[src/touch_grp_consts.svh]
// offsets, field positions, reset values and timing counts of the group timing block
// assumes a 25 MHz system clock and an outside serial engine that issues register strobes
// Operation
// group_timing_cfg_a bits 7-4 set hold repeat interval, reset 0100b.
// grouped touch longer than minimum-hold field reports press-and-hold; reset 0111b.
// grouped touch not longer than minimum-hold setting reports a tap.
// minimum-hold setting never affects slides; slides are independent events.
// minimum-hold field decodes as 35 ms times code plus one.
// group_timing_cfg_b bits 7-4 set longest press before recalibration; reset 1101b.
// group_timing_cfg_b bits 3-0 set slide repeat base interval; reset 0100b.
// each auto_recal_enable bit selects automatic recalibration; bit 7 covers group; reset ones.
// auto recalibration enable is ignored for channels not sampled.
// group auto bit zero: grouped channels recalibrate only by host trigger; the code also starts them on a max press when group_max_press_recal_en is set.
// set trigger bit starts recalibration; device clears it on completion.
// recalibration updates analog settings first, then digital base capture.
// recalibrating sensors report no touches, up to 600 ms, base invalid.
// touch during recalibration invalidates it; trigger bit stays set.
// main trigger bit 7 recalibrates all grouped channels; clears after all succeed.
// main trigger bits 6-0 recalibrate channels 7-1, each self-clearing.
// group trigger bits 6-0 recalibrate channels 14-8; bit 7 unused.
// two interrupt enables gate the pin: touch reset ffh, gpio reset 00h.
// repeat interval fields decode as 35 ms times code plus one.
// maximum press field decodes nonlinearly, 560 ms to 11200 ms.
// press longer than maximum duration, when enabled, restarts recalibration.
// touch enable bit 7 gates grouped slide, tap and hold interrupts.
// millisecond intervals are counted from a 1 ms tick of the clock.
`ifndef TOUCH_GRP_CONSTS_SVH
`define TOUCH_GRP_CONSTS_SVH

`define ADDR_CFG_A        8'h23
`define ADDR_CFG_B        8'h24
`define ADDR_AUTO_EN      8'h25
`define ADDR_TRIG_MAIN    8'h26
`define ADDR_IRQ_TOUCH    8'h27
`define ADDR_IRQ_GPIO     8'h28
`define ADDR_TRIG_GROUP   8'h46

`define RST_CFG_A         8'h47
`define RST_CFG_B         8'hd4
`define RST_AUTO_EN       8'hff
`define RST_TRIG          8'h00
`define RST_IRQ_TOUCH     8'hff
`define RST_IRQ_GPIO      8'h00

`define FLD_HI            7:4
`define FLD_LO            3:0
`define GROUP_BIT         7

`define CLK_PERIOD_NS     40
`define TICK_NS           1000000
`define TICK_CYCLES       (`TICK_NS / `CLK_PERIOD_NS)
`define STEP_MS           35
`define RECAL_MS          600
`define ANALOG_CYCLES     8

`endif

[src/touch_grp_pkg.sv]
// types shared by the group timing block
// assumes nothing of its surroundings
`default_nettype none
package touch_grp_pkg;
    typedef enum logic [1:0] {
        RC_IDLE,
        RC_ANALOG,
        RC_DIGITAL
    } recal_state_t;
    typedef logic [13:0] ms_t;
endpackage
`default_nettype wire

[src/recal_if.sv]
// handshake between the controller and one channel recalibration engine
// assumes a single clock domain
`default_nettype none
interface recal_if;
    logic tick;
    logic start;
    logic touch;
    logic busy;
    logic analog_upd;
    logic done;
    logic fail;
    modport ctrl   (output tick, start, touch, input busy, analog_upd, done, fail);
    modport engine (input tick, start, touch, output busy, analog_upd, done, fail);
endinterface
`default_nettype wire

[src/touch_grp_ctrl.sv]
// group timing, recalibration control and interrupt gating of the touch sensor
// assumes register strobes from an outside serial engine and synchronous sensor levels
`default_nettype none
`include "touch_grp_consts.svh"
module touch_grp_ctrl #(
    parameter int TICK_CYCLES   = `TICK_CYCLES,
    parameter int ANALOG_CYCLES = `ANALOG_CYCLES,
    parameter int RECAL_MS      = `RECAL_MS
) (
    input  wire logic        sys_clk,
    input  wire logic        resetn,
    input  wire logic        reg_wr,
    input  wire logic [7:0]  reg_addr,
    input  wire logic [7:0]  reg_wdata,
    output var  logic [7:0]  reg_rdata,
    input  wire logic [13:0] sense_input,
    input  wire logic [13:0] sample_en,
    input  wire logic [13:0] auto_recal_req,
    input  wire logic        hold_repeat_en,
    input  wire logic        group_max_press_recal_en,
    input  wire logic        slide_active,
    input  wire logic [7:0]  gpio_change,
    output var  logic [13:0] touch_valid,
    output var  logic [13:0] recal_busy,
    output var  logic [13:0] analog_update,
    output var  logic        tap_evt,
    output var  logic        hold_evt,
    output var  logic        hold_repeat_evt,
    output var  logic        slide_repeat_evt,
    output var  logic        irq_pulse
);
    // register file
    logic [7:0]  group_timing_cfg_a;
    logic [7:0]  group_timing_cfg_b;
    logic [7:0]  auto_recal_enable;
    logic [7:0]  recal_trigger_main;
    logic [7:0]  irq_enable_touch;
    logic [7:0]  irq_enable_gpio;
    logic [7:0]  recal_trigger_group;
    logic [7:0]  next_cfg_a;
    logic [7:0]  next_cfg_b;
    logic [7:0]  next_auto_en;
    logic [7:0]  next_trig_main;
    logic [7:0]  next_irq_touch;
    logic [7:0]  next_irq_gpio;
    logic [7:0]  next_trig_group;
    logic [7:0]  next_rdata;
    logic [6:0]  group_ok;
    logic [6:0]  next_group_ok;

    // time base and group timing state
    logic [15:0] tick_cnt;
    logic [15:0] next_tick_cnt;
    logic        tick;
    touch_grp_pkg::ms_t press_ms;
    touch_grp_pkg::ms_t next_press_ms;
    touch_grp_pkg::ms_t rpt_ms;
    touch_grp_pkg::ms_t next_rpt_ms;
    touch_grp_pkg::ms_t slide_ms;
    touch_grp_pkg::ms_t next_slide_ms;
    logic        pressed;
    logic        next_pressed;
    logic        held;
    logic        next_held;
    logic        max_fired;
    logic        next_max_fired;
    logic        tap_c;
    logic        hold_c;
    logic        hold_rpt_c;
    logic        slide_rpt_c;
    logic        max_recal_c;
    logic        irq_c;
    logic [13:0] valid_c;
    logic        group_touch;

    logic [13:0] eng_busy;
    logic [13:0] eng_done;
    logic [13:0] eng_analog;
    logic [13:0] start_c;

    // 35 ms steps, code 0 is 35 ms
    function automatic touch_grp_pkg::ms_t step_ms(input logic [3:0] code);
        step_ms = 14'(({10'h000, code} + 14'h0001) * 14'(`STEP_MS));
    endfunction

    // maximum press duration decode
    function automatic touch_grp_pkg::ms_t max_dur_ms(input logic [3:0] code);
        case (code)
            4'h0:    max_dur_ms = 14'd560;
            4'h1:    max_dur_ms = 14'd840;
            4'h2:    max_dur_ms = 14'd1120;
            4'h3:    max_dur_ms = 14'd1400;
            4'h4:    max_dur_ms = 14'd1680;
            4'h5:    max_dur_ms = 14'd2240;
            4'h6:    max_dur_ms = 14'd2800;
            4'h7:    max_dur_ms = 14'd3360;
            4'h8:    max_dur_ms = 14'd3920;
            4'h9:    max_dur_ms = 14'd4480;
            4'ha:    max_dur_ms = 14'd5600;
            4'hb:    max_dur_ms = 14'd6720;
            4'hc:    max_dur_ms = 14'd7840;
            4'hd:    max_dur_ms = 14'd8906;
            4'he:    max_dur_ms = 14'd10080;
            default: max_dur_ms = 14'd11200;
        endcase
    endfunction

    // recalibration engines, one per channel
    recal_if rif [14] ();
    genvar g;
    generate
        for (g = 0; g < 14; g++) begin : g_chan
            assign rif[g].tick  = tick;
            assign rif[g].start = start_c[g];
            assign rif[g].touch = sense_input[g];
            assign eng_busy[g]   = rif[g].busy;
            assign eng_done[g]   = rif[g].done;
            assign eng_analog[g] = rif[g].analog_upd;
            recal_engine #(
                .ANALOG_CYCLES (ANALOG_CYCLES),
                .RECAL_MS      (RECAL_MS)
            ) u_eng (
                .sys_clk (sys_clk),
                .resetn  (resetn),
                .ch      (rif[g].engine)
            );
        end
    endgenerate

    // recalibration start requests
    always_comb begin
        for (int i = 0; i < 7; i++) begin
            start_c[i] = recal_trigger_main[i]
                | (auto_recal_req[i] & auto_recal_enable[i] & sample_en[i]);
        end
        for (int i = 7; i < 14; i++) begin
            start_c[i] = recal_trigger_group[i-7]
                | (recal_trigger_main[`GROUP_BIT] & ~group_ok[i-7])
                | (auto_recal_req[i] & auto_recal_enable[`GROUP_BIT] & sample_en[i])
                | (max_recal_c & sample_en[i]);
        end
    end

    // register writes, trigger self-clear, read data
    always_comb begin
        next_cfg_a      = group_timing_cfg_a;
        next_cfg_b      = group_timing_cfg_b;
        next_auto_en    = auto_recal_enable;
        next_irq_touch  = irq_enable_touch;
        next_irq_gpio   = irq_enable_gpio;
        next_group_ok   = recal_trigger_main[`GROUP_BIT] ? (group_ok | eng_done[13:7]) : 7'h00;
        next_trig_main  = recal_trigger_main & ~{1'b0, eng_done[6:0]};
        next_trig_group = recal_trigger_group & ~{1'b0, eng_done[13:7]};
        if (&next_group_ok) begin
            next_trig_main[`GROUP_BIT] = 1'b0;
            next_group_ok = 7'h00;
        end
        if (reg_wr) begin
            case (reg_addr)
                `ADDR_CFG_A:      next_cfg_a     = reg_wdata;
                `ADDR_CFG_B:      next_cfg_b     = reg_wdata;
                `ADDR_AUTO_EN:    next_auto_en   = reg_wdata;
                `ADDR_TRIG_MAIN:  next_trig_main = reg_wdata;
                `ADDR_IRQ_TOUCH:  next_irq_touch = reg_wdata;
                `ADDR_IRQ_GPIO:   next_irq_gpio  = reg_wdata;
                `ADDR_TRIG_GROUP: next_trig_group = {1'b0, reg_wdata[6:0]};
                default:          next_cfg_a     = group_timing_cfg_a;
            endcase
        end
        case (reg_addr)
            `ADDR_CFG_A:      next_rdata = group_timing_cfg_a;
            `ADDR_CFG_B:      next_rdata = group_timing_cfg_b;
            `ADDR_AUTO_EN:    next_rdata = auto_recal_enable;
            `ADDR_TRIG_MAIN:  next_rdata = recal_trigger_main;
            `ADDR_IRQ_TOUCH:  next_rdata = irq_enable_touch;
            `ADDR_IRQ_GPIO:   next_rdata = irq_enable_gpio;
            `ADDR_TRIG_GROUP: next_rdata = recal_trigger_group;
            default:          next_rdata = 8'h00;
        endcase
    end

    // ms time base
    always_comb begin
        tick          = (tick_cnt == 16'(TICK_CYCLES - 1));
        next_tick_cnt = tick ? 16'h0000 : tick_cnt + 16'h0001;
    end

    // group tap, hold, repeat, slide and max press timing
    always_comb begin
        valid_c        = sense_input & sample_en & ~eng_busy;
        group_touch    = |valid_c[13:7];
        next_press_ms  = press_ms;
        next_rpt_ms    = rpt_ms;
        next_slide_ms  = slide_ms;
        next_pressed   = pressed;
        next_held      = held;
        next_max_fired = max_fired;
        tap_c          = 1'b0;
        hold_c         = 1'b0;
        hold_rpt_c     = 1'b0;
        slide_rpt_c    = 1'b0;
        max_recal_c    = 1'b0;
        if (group_touch) begin
            next_pressed = 1'b1;
            if (tick && press_ms != 14'h3fff) begin
                next_press_ms = press_ms + 14'h0001;
            end
            if (!held && press_ms > step_ms(group_timing_cfg_a[`FLD_LO])) begin
                next_held   = 1'b1;
                hold_c      = 1'b1;
                next_rpt_ms = 14'h0000;
            end
            if (held && hold_repeat_en && tick) begin
                if (rpt_ms + 14'h0001 >= step_ms(group_timing_cfg_a[`FLD_HI])) begin
                    hold_rpt_c  = 1'b1;
                    next_rpt_ms = 14'h0000;
                end else begin
                    next_rpt_ms = rpt_ms + 14'h0001;
                end
            end
            if (group_max_press_recal_en && !max_fired
                && press_ms > max_dur_ms(group_timing_cfg_b[`FLD_HI])) begin
                max_recal_c    = 1'b1;
                next_max_fired = 1'b1;
            end
        end else begin
            tap_c          = pressed & ~held;
            next_pressed   = 1'b0;
            next_held      = 1'b0;
            next_max_fired = 1'b0;
            next_press_ms  = 14'h0000;
            next_rpt_ms    = 14'h0000;
        end
        // slides counted apart from the hold timing
        if (slide_active) begin
            if (tick) begin
                if (slide_ms + 14'h0001 >= step_ms(group_timing_cfg_b[`FLD_LO])) begin
                    slide_rpt_c   = 1'b1;
                    next_slide_ms = 14'h0000;
                end else begin
                    next_slide_ms = slide_ms + 14'h0001;
                end
            end
        end else begin
            next_slide_ms = 14'h0000;
        end
        irq_c = (irq_enable_touch[`GROUP_BIT]
                 & (tap_c | hold_c | hold_rpt_c | slide_rpt_c))
              | (|(irq_enable_touch[6:0] & valid_c[6:0] & ~touch_valid[6:0]))
              | (|(irq_enable_gpio & gpio_change));
    end

    always_ff @(posedge sys_clk or negedge resetn) begin
        if (!resetn) begin
            group_timing_cfg_a  <= `RST_CFG_A;
            group_timing_cfg_b  <= `RST_CFG_B;
            auto_recal_enable   <= `RST_AUTO_EN;
            recal_trigger_main  <= `RST_TRIG;
            irq_enable_touch    <= `RST_IRQ_TOUCH;
            irq_enable_gpio     <= `RST_IRQ_GPIO;
            recal_trigger_group <= `RST_TRIG;
            group_ok            <= 7'h00;
            reg_rdata           <= 8'h00;
            tick_cnt            <= 16'h0000;
            press_ms            <= 14'h0000;
            rpt_ms              <= 14'h0000;
            slide_ms            <= 14'h0000;
            pressed             <= 1'b0;
            held                <= 1'b0;
            max_fired           <= 1'b0;
            touch_valid         <= 14'h0000;
            recal_busy          <= 14'h0000;
            analog_update       <= 14'h0000;
            tap_evt             <= 1'b0;
            hold_evt            <= 1'b0;
            hold_repeat_evt     <= 1'b0;
            slide_repeat_evt    <= 1'b0;
            irq_pulse           <= 1'b0;
        end else begin
            group_timing_cfg_a  <= next_cfg_a;
            group_timing_cfg_b  <= next_cfg_b;
            auto_recal_enable   <= next_auto_en;
            recal_trigger_main  <= next_trig_main;
            irq_enable_touch    <= next_irq_touch;
            irq_enable_gpio     <= next_irq_gpio;
            recal_trigger_group <= next_trig_group;
            group_ok            <= next_group_ok;
            reg_rdata           <= next_rdata;
            tick_cnt            <= next_tick_cnt;
            press_ms            <= next_press_ms;
            rpt_ms              <= next_rpt_ms;
            slide_ms            <= next_slide_ms;
            pressed             <= next_pressed;
            held                <= next_held;
            max_fired           <= next_max_fired;
            touch_valid         <= valid_c;
            recal_busy          <= eng_busy;
            analog_update       <= eng_analog;
            tap_evt             <= tap_c;
            hold_evt            <= hold_c;
            hold_repeat_evt     <= hold_rpt_c;
            slide_repeat_evt    <= slide_rpt_c;
            irq_pulse           <= irq_c;
        end
    end
endmodule // touch_grp_ctrl
`default_nettype wire

[src/recal_engine.sv]
// one channel recalibration sequence: analog update, then digital base capture
// assumes tick pulses once per ms and touch is the raw channel level
`default_nettype none
`include "touch_grp_consts.svh"
module recal_engine #(
    parameter int ANALOG_CYCLES = `ANALOG_CYCLES,
    parameter int RECAL_MS      = `RECAL_MS
) (
    input  wire logic sys_clk,
    input  wire logic resetn,
    recal_if.engine   ch
);
    touch_grp_pkg::recal_state_t state;
    touch_grp_pkg::recal_state_t next_state;
    logic [9:0]                  cnt;
    logic [9:0]                  next_cnt;

    always_comb begin
        next_state = state;
        next_cnt   = cnt;
        ch.done    = 1'b0;
        ch.fail    = 1'b0;
        case (state)
            touch_grp_pkg::RC_IDLE: begin
                if (ch.start) begin
                    next_state = touch_grp_pkg::RC_ANALOG;
                    next_cnt   = 10'h000;
                end
            end
            touch_grp_pkg::RC_ANALOG: begin
                if (ch.touch) begin
                    ch.fail    = 1'b1;
                    next_state = touch_grp_pkg::RC_IDLE;
                end else if (cnt == 10'(ANALOG_CYCLES - 1)) begin
                    next_state = touch_grp_pkg::RC_DIGITAL;
                    next_cnt   = 10'h000;
                end else begin
                    next_cnt = cnt + 10'h001;
                end
            end
            touch_grp_pkg::RC_DIGITAL: begin
                if (ch.touch) begin
                    ch.fail    = 1'b1;
                    next_state = touch_grp_pkg::RC_IDLE;
                end else if (ch.tick) begin
                    if (cnt == 10'(RECAL_MS - 1)) begin
                        ch.done    = 1'b1;
                        next_state = touch_grp_pkg::RC_IDLE;
                    end else begin
                        next_cnt = cnt + 10'h001;
                    end
                end
            end
            default: next_state = touch_grp_pkg::RC_IDLE;
        endcase
    end

    assign ch.busy       = (state != touch_grp_pkg::RC_IDLE);
    assign ch.analog_upd = (state == touch_grp_pkg::RC_ANALOG);

    always_ff @(posedge sys_clk or negedge resetn) begin
        if (!resetn) begin
            state <= touch_grp_pkg::RC_IDLE;
            cnt   <= 10'h000;
        end else begin
            state <= next_state;
            cnt   <= next_cnt;
        end
    end
endmodule // recal_engine
`default_nettype wire

[config.mk]
export PLATFORM = sky130hd
export DESIGN_NAME = touch_grp_ctrl
export DESIGN_NICKNAME = d
export VERILOG_FILES = /design/src/touch_grp_pkg.sv /design/src/recal_if.sv /design/src/touch_grp_ctrl.sv /design/src/recal_engine.sv
export VERILOG_INCLUDE_DIRS = /design/src
export SDC_FILE = /design/constraint.sdc
export NUM_CORES = 1
export LEC_CHECK = 0
export BUFFER_PORTS_ARGS = -buffer_cell sky130_fd_sc_hd__buf_2
export CORE_MARGIN = 1.5
export CORE_UTILIZATION = 50
export CTS_BUF_LIST = sky130_fd_sc_hd__clkbuf_16
export DETAILED_ROUTE_END_ITERATION = 10
export PLACE_DENSITY = 0.65
export SLEW_MARGIN = 30
export SYNTH_ARGS = -nofsm -noshare
export SYNTH_HDL_FRONTEND = slang
export SYNTH_SLANG_ARGS = --single-unit
[constraint.sdc]
create_clock -name sys_clk -period 13.8 [get_ports sys_clk]
set_clock_uncertainty 0.15 [all_clocks]
set_input_delay 0.69 -clock sys_clk [delete_from_list [all_inputs] [get_ports sys_clk]]
set_output_delay 0.69 -clock sys_clk [all_outputs]
set_load 0.005 [all_outputs]
==> Word-level counts from Yosys, hierarchy flattened <==
Memory sizes are Yosys's and may differ from the RTL's.
Cells that the tools add are included.
Widths: inputs -> output; s select.
{ "word_totals": {"memories": 1, "out_inout_bits": 55, "ff_bits": 347, "input_bits": 72, "word_cells": 734, "rom_bits": 192} }
{ "mem_list": {"columns": ["name", "depth", "word_bits", "read_ports", "rd_clocked_by_memory_dff", "wr", "line_no", "source"], "rows": [
  ["(no name shown)", 16, 12, 1, 0, 0, "touch_grp_ctrl.sv:88", "case (code)"]
]} }
{ "op_classes": {"magnitude_cmp": 4, "bitwise_logic": 97, "add_sub_neg": 21, "reduce_logical": 87, "n_mul": 3, "eq_ne": 182, "n_mux": 287} }
{ "ops": {"columns": ["cell", "count"], "rows": [
  ["$mux 10", 84],
  ["$pmux 10 s3", 14],
  ["$mux 2", 84],
  ["$add 10x1->10 const B", 14],
  ["$eq 10x10->1 const B", 14],
  ["$eq 10x3->1 const B", 14],
  ["$mux 14", 10],
  ["$ne 2x2->1 const B", 56],
  ["$ne 3x3->1 const B", 28],
  ["$pmux 2 s3", 14],
  ["$reduce_and 6->1", 14],
  ["$mux 1", 73],
  ["$pmux 8 s7", 1],
  ["$reduce_and 4->1", 14],
  ["$eq 8x6->1 const B", 6],
  ["$and 1x1->1", 44],
  ["$add 14x1->14 const B", 3],
  ["$ne 3x2->1 const B", 14],
  ["$reduce_bool 3->1", 14],
  ["$ne 2x1->1 const B", 18],
  ["$mul 5x6->11 const B", 3],
  ["$or 1x1->1", 33],
  ["$mux 8", 4],
  ["$and 14x14->14", 2],
  ["other kinds (28)", 106]
]} }

==> Longest topological paths before layout <==
{ "logic_depth": {"depth_word": 13, "depth_mapped": 23, "mapped_depth_nobuf": 22} }

==> By module <==
Synthesis repeated with hierarchy kept, for this count alone.
{ "unflattened": {"cells_unflattened": 2318, "area_unflattened_um2": 22695.5} }
{ "by_module_without_submodules": {"columns": ["module", "seq_area_each_um2", "cells_per_inst", "area_each_um2", "n_inst"], "rows": [
  ["recal_engine at g_chan[0].u_eng ...", 300.3, 93, 892.1, 13],
  ["touch_grp_ctrl", 4484.3, 1020, 10221.1, 1],
  ["recal_engine at g_chan[6].u_eng", 300.3, 89, 877.1, 1]
]} }

==> Worst setup path after synthesis <==
OpenSTA, ideal clock, no wires.
{ "synth_timing": {"kind": "register to register", "start": "register group_timing_cfg_a[0]", "end": "register rpt_ms[11]", "slack_ps": 8999, "path_stages_with_launch": 19, "t_required_ps": 13584, "path_buffers": 2, "synth_period_minus_slack_ps": 4801, "arrival_time_ps": 4585, "setup_time_ps": 66, "cell_sequence": "dfstp_2 -> clkbuf_1 -> nand3_1 -> xnor2_1 -> ha_1 -> ha_1 -> ha_1 -> a31oi_1 -> nor3b_1 -> nor2_1 -> xor2_1 -> ha_1 -> a21o_1 -> a211oi_1 -> nor2_1 -> a2111oi_0 -> o211a_1 -> clkbuf_1 -> and2_1"} }
{ "synth_between": {"elab_chain_len": 5} }
{ "synth_lines": {"columns": ["element", "line_no", "source"], "rows": [
  ["from (decl)", "touch_grp_ctrl.sv:33", "logic [7:0] group_timing_cfg_a;"],
  ["from (signal assigned)", "touch_grp_ctrl.sv:255", "group_timing_cfg_a <= `RST_CFG_A;"],
  ["from (signal assigned)", "touch_grp_ctrl.sv:280", "group_timing_cfg_a <= next_cfg_a;"],
  ["$add 4x1->5", "touch_grp_ctrl.sv:83", "step_ms = 14'(({10'h000, code} + 14'h0001) * 14'(`STEP_MS));"],
  ["$mul 5x6->11", "touch_grp_ctrl.sv:83", null],
  ["$gt 14x11->1", "touch_grp_ctrl.sv:208", "if (!held && press_ms > step_ms(group_timing_cfg_a[`FLD_LO])) begin"],
  ["$logic_and 1x1->1", "touch_grp_ctrl.sv:208", null],
  ["$ne 3x1->1 (no line)", null, null],
  ["to (signal assigned)", "touch_grp_ctrl.sv:291", "rpt_ms <= next_rpt_ms;"],
  ["to (decl)", "touch_grp_ctrl.sv:57", "touch_grp_pkg::ms_t rpt_ms;"]
]} }
No other way between the ends.
A chain may end at the register's enable or synchronous reset.

==> Final worst setup path <==
{ "layout_timing": {"start": "register group_timing_cfg_a[0]", "end": "register irq_pulse"} }
{ "layout_between": {"elab_chain_len": 12} }
{ "layout_lines": {"columns": ["element", "line_no", "source"], "rows": [
  ["$add 4x1->5", "touch_grp_ctrl.sv:83", null],
  ["$mul 5x6->11", "touch_grp_ctrl.sv:83", null],
  ["$gt 14x11->1", "touch_grp_ctrl.sv:208", null],
  ["$logic_and 1x1->1", "touch_grp_ctrl.sv:208", null],
  ["$mux 1", "touch_grp_ctrl.sv:208", null],
  ["$mux 1", "touch_grp_ctrl.sv:203", "if (group_touch) begin"],
  ["via hold_c", "touch_grp_ctrl.sv:68", "logic hold_c;"],
  ["$or 1x1->1 (3 in series)", "touch_grp_ctrl.sv:248", "& (tap_c | hold_c | hold_rpt_c | slide_rpt_c))"],
  ["$and 1x1->1", "touch_grp_ctrl.sv:247", "irq_c = (irq_enable_touch[`GROUP_BIT]"],
  ["$or 1x1->1 (2 in series)", "touch_grp_ctrl.sv:247", null],
  ["via irq_c", "touch_grp_ctrl.sv:72", "logic irq_c;"],
  ["to (signal assigned)", "touch_grp_ctrl.sv:303", "irq_pulse <= irq_c;"],
  ["to (decl)", "touch_grp_ctrl.sv:30", "output var logic irq_pulse"]
]} }
The timed path passes the listed nets, and every way through them passes these cells.

==> metrics.csv <==
metric;value;unit
critPathKind;reg -> reg;
period_share;0.3961;
cts_made_buffers;40;
die_h;205.4;um
stdcell_count;2888;
ir_worst_vdd;0.1344;mV
dr.pass1.iters;5;
cts_setup_buffers;0;
port-buffer-count;126;
worstRegToRegCells;20;
vias;16900;
worst_r2r_endpoint;irq_pulse;
setup_tns;0;ns
critical_path.max_stage_delay;0.78;ns
grt_pass1_wl;85.08;mm
routed_wl;52.47;mm
worst_pin_slew;0.9224;ns
die-area;0.04218;mm^2
arrival;5.73;ns
netlist_area;0.02048;mm^2
first_iter_violations;1117;
power.leakage;11.14;nW
mostFrequentLayoutCell;dfrtp_1;
clkLatencyLatePin;0.56;ns
rsz0062_at_grt;false;
worstHoldEndpoint;touch_valid[4];
fmax;182.9;MHz
start_util;0.5107;
synth.distinct_cells;70;
async_reset_ff_frac;1.000;
yosys_warnings;0;
final_cell_mix;322 x dfrtp_1, 229 x o21ai_0, 188 x nand2_1, 162 x ha_1, 135 x nor2_1;
hold_start;sense_input[4];
fin_crit;5.466;ns
grt_max_degree;173;
ios;127;
report.final.slew_viol_count;0;
critPathCaptureType;flip-flop;
crit_required;14.06;ns
grt_overflow_total;0;
synth_enable_flop_cells;0;
cts_tree;done;
layout-drive-gt1-share;0.1254;
cts.clk_slew.worst_paths;0.06;ns
status;finished clean;
ys.flop_type;dfrtp_1;
ys_seq_area_frac;0.4243;
drv_cap;0;
max_slew_margin;0.3692;
grt_pass1_vias;16170;
syn_inst;2196;
dp.cells;2809;
wl_per_cell;18.17;um
htree_levels;2;
grt_use_total;0.2534;
clockBufferDepth;3;
whs_path_depth;2;
hold_viol_final;0;
syn_area_per_cell;9.325;um^2
area_growth;13.26;%
synth_seq_cells;346;
ant_nets;0;
coreArea;0.04010;mm^2
critical_path.reg2reg.startpoint;group_timing_cfg_a[0];
syn_nets;2433;
cts_root_buf;clkbuf_16;
nNetsFinal;2566;
min_path_type;in -> reg;
start_kind;flip-flop;
clkSinkCount;346;
chipWidth;205.4;um
antenna_found_initial;8;
gp_congestion;0.8860;
ff2ff_setup_slack;8.33;ns
setup_viol;0;
vias_per_cell;5.851;
hpwlAfterDp;37.82;mm
crit_fanout;9;
cellPowerDensity;134.9;mW/mm^2
path_cells;nand3_1, xnor2_1, ha_1, ha_1, inv_1, fa_1, inv_1, ha_1, nor3b_1, nor2_1, nor2b_1, o21ai_0, xor2_1, ha_1, o21ai_0, nor2_1, a2111oi_0, nor3_1, a2111oi_0, o211ai_1;
drc;0;
rows;73;
cp_slowest_cell;a2111oi_0;
crit_top_cell;ha_1;
-- how the worst max path moves through the flow --
stage	slack, ns	startpoint	cells past startpoint	end
3_3_place_gp	8.65	group_timing_cfg_a[4]	21	irq_pulse
5_1_grt	7.88	group_timing_cfg_a[0]	19	irq_pulse
4_1_cts	8.35	group_timing_cfg_a[4]	21	irq_pulse
2_1_floorplan	9.00	group_timing_cfg_a[0]	18	rpt_ms[11]
3_5_place_dp	8.38	group_timing_cfg_a[4]	21	irq_pulse
6_report	8.33	group_timing_cfg_a[0]	20	irq_pulse
-- critical path: cells and delay by family (launching register included) --
| kind | cells | cell delay, ns |
|---|---|---|
| adders and majority gates | 5 | 1.27 |
| AOI/OAI and AO/OA | 5 | 1.86 |
| buffers and inverters | 2 | 0.12 |
| xor gates and xnor gates | 2 | 0.59 |
| and+or+nand+nor | 6 | 0.70 |
| DFF | 1 | 0.64 |
-- layer usage --
layer	part of all wire	routed length, um	track usage
met1	0.47	24450	0.3498
met4	0.028	1453	0.08420
met2	0.45	23740	0.3999
met3	0.053	2755	0.04862
met5	0.0014	75	0
-- through the flow --
| stage | setup WS, ns | cell area, um^2 | hold slack, ns | power, mW | util |
|---|---|---|---|---|---|
| 2_1_floorplan | 8.999 | 20480 | 0.2444 | 1.731 | - |
| 3_3_place_gp | 8.652 | 21720 | 0.2990 | 1.983 | 0.5417 |
| 3_5_place_dp | 8.376 | 21720 | 0.3020 | 1.999 | 0.5418 |
| 4_1_cts | 8.353 | 23120 | 0.1169 | 3.155 | 0.5767 |
| 5_1_grt | 7.882 | 23190 | 0.2860 | 3.327 | 0.5784 |
| 6_report | 8.334 | 23190 | 0.2836 | 3.130 | 0.5785 |
-- power by group --
group / switching (mW) / internal [mW]
sequential: 0.0849 / 1.13
combinational: 0.505 / 0.273
clock: 0.446 / 0.692
-- cells in the mapped netlist, types with 19 or more instances --
master	number	area share
nand2_1	188	0.034
dfrtp_1	322	0.39
nor3_1	43	0.011
a22o_1	34	0.015
dfstp_2	24	0.031
a22oi_1	19	0.0070
xor2_1	27	0.012
nand3_1	104	0.025
o31ai_1	64	0.023
or4_1	20	0.0073
clkbuf_1	50	0.0092
o21ai_0	230	0.056
and3_1	98	0.030
mux2_2	40	0.022
xnor2_1	46	0.020
ha_1	162	0.099
a21oi_1	77	0.019
inv_1	126	0.023
or3_1	28	0.0086
nor2b_1	63	0.019
nand2b_1	36	0.011
nor2_1	135	0.025
-- what timing repair did --
action                    4_1_cts  5_1_grt
hold buffers                    0        1
gates resized for setup         0        0
hold endpoints to repair        0       29
-- cells by family after synthesis --
kind of cell / count (synthesis) / share of synthesized area
DFF: 346 / 0.4243
buffers and inverters: 181 / 0.03330
adders and majority gates: 165 / 0.1019
AOI/OAI and AO/OA: 568 / 0.1766
muxes: 45 / 0.02444
xor gates and xnor gates: 73 / 0.03122
and+or+nand+nor: 818 / 0.2082
-- layout make-up --
| cell class | count | area (um^2) |
|---|---|---|
| sequential | 346 | 8688 |
| antenna | 2 | 5.005 |
| inverter | 126 | 473.0 |
| tap | 525 | 656.9 |
| fill | 3537 | 16900 |
| clock buffer | 41 | 1026 |
| timing repair buffer | 146 | 845.8 |
| multi-input combinational | 1669 | 11120 |
| clock inverter | 33 | 375.4 |
-- state kept, by name (all words and copies together) (netlist names), 14 cells and up --
name	cells
tick_cnt	16
slide_ms	14
recal_busy	14
rpt_ms	14
touch_valid	14
analog_update	14
g_chan.u_eng.cnt	140
press_ms	14
g_chan.u_eng.state	28
Note: power is estimated with default switching activity, not from simulation.
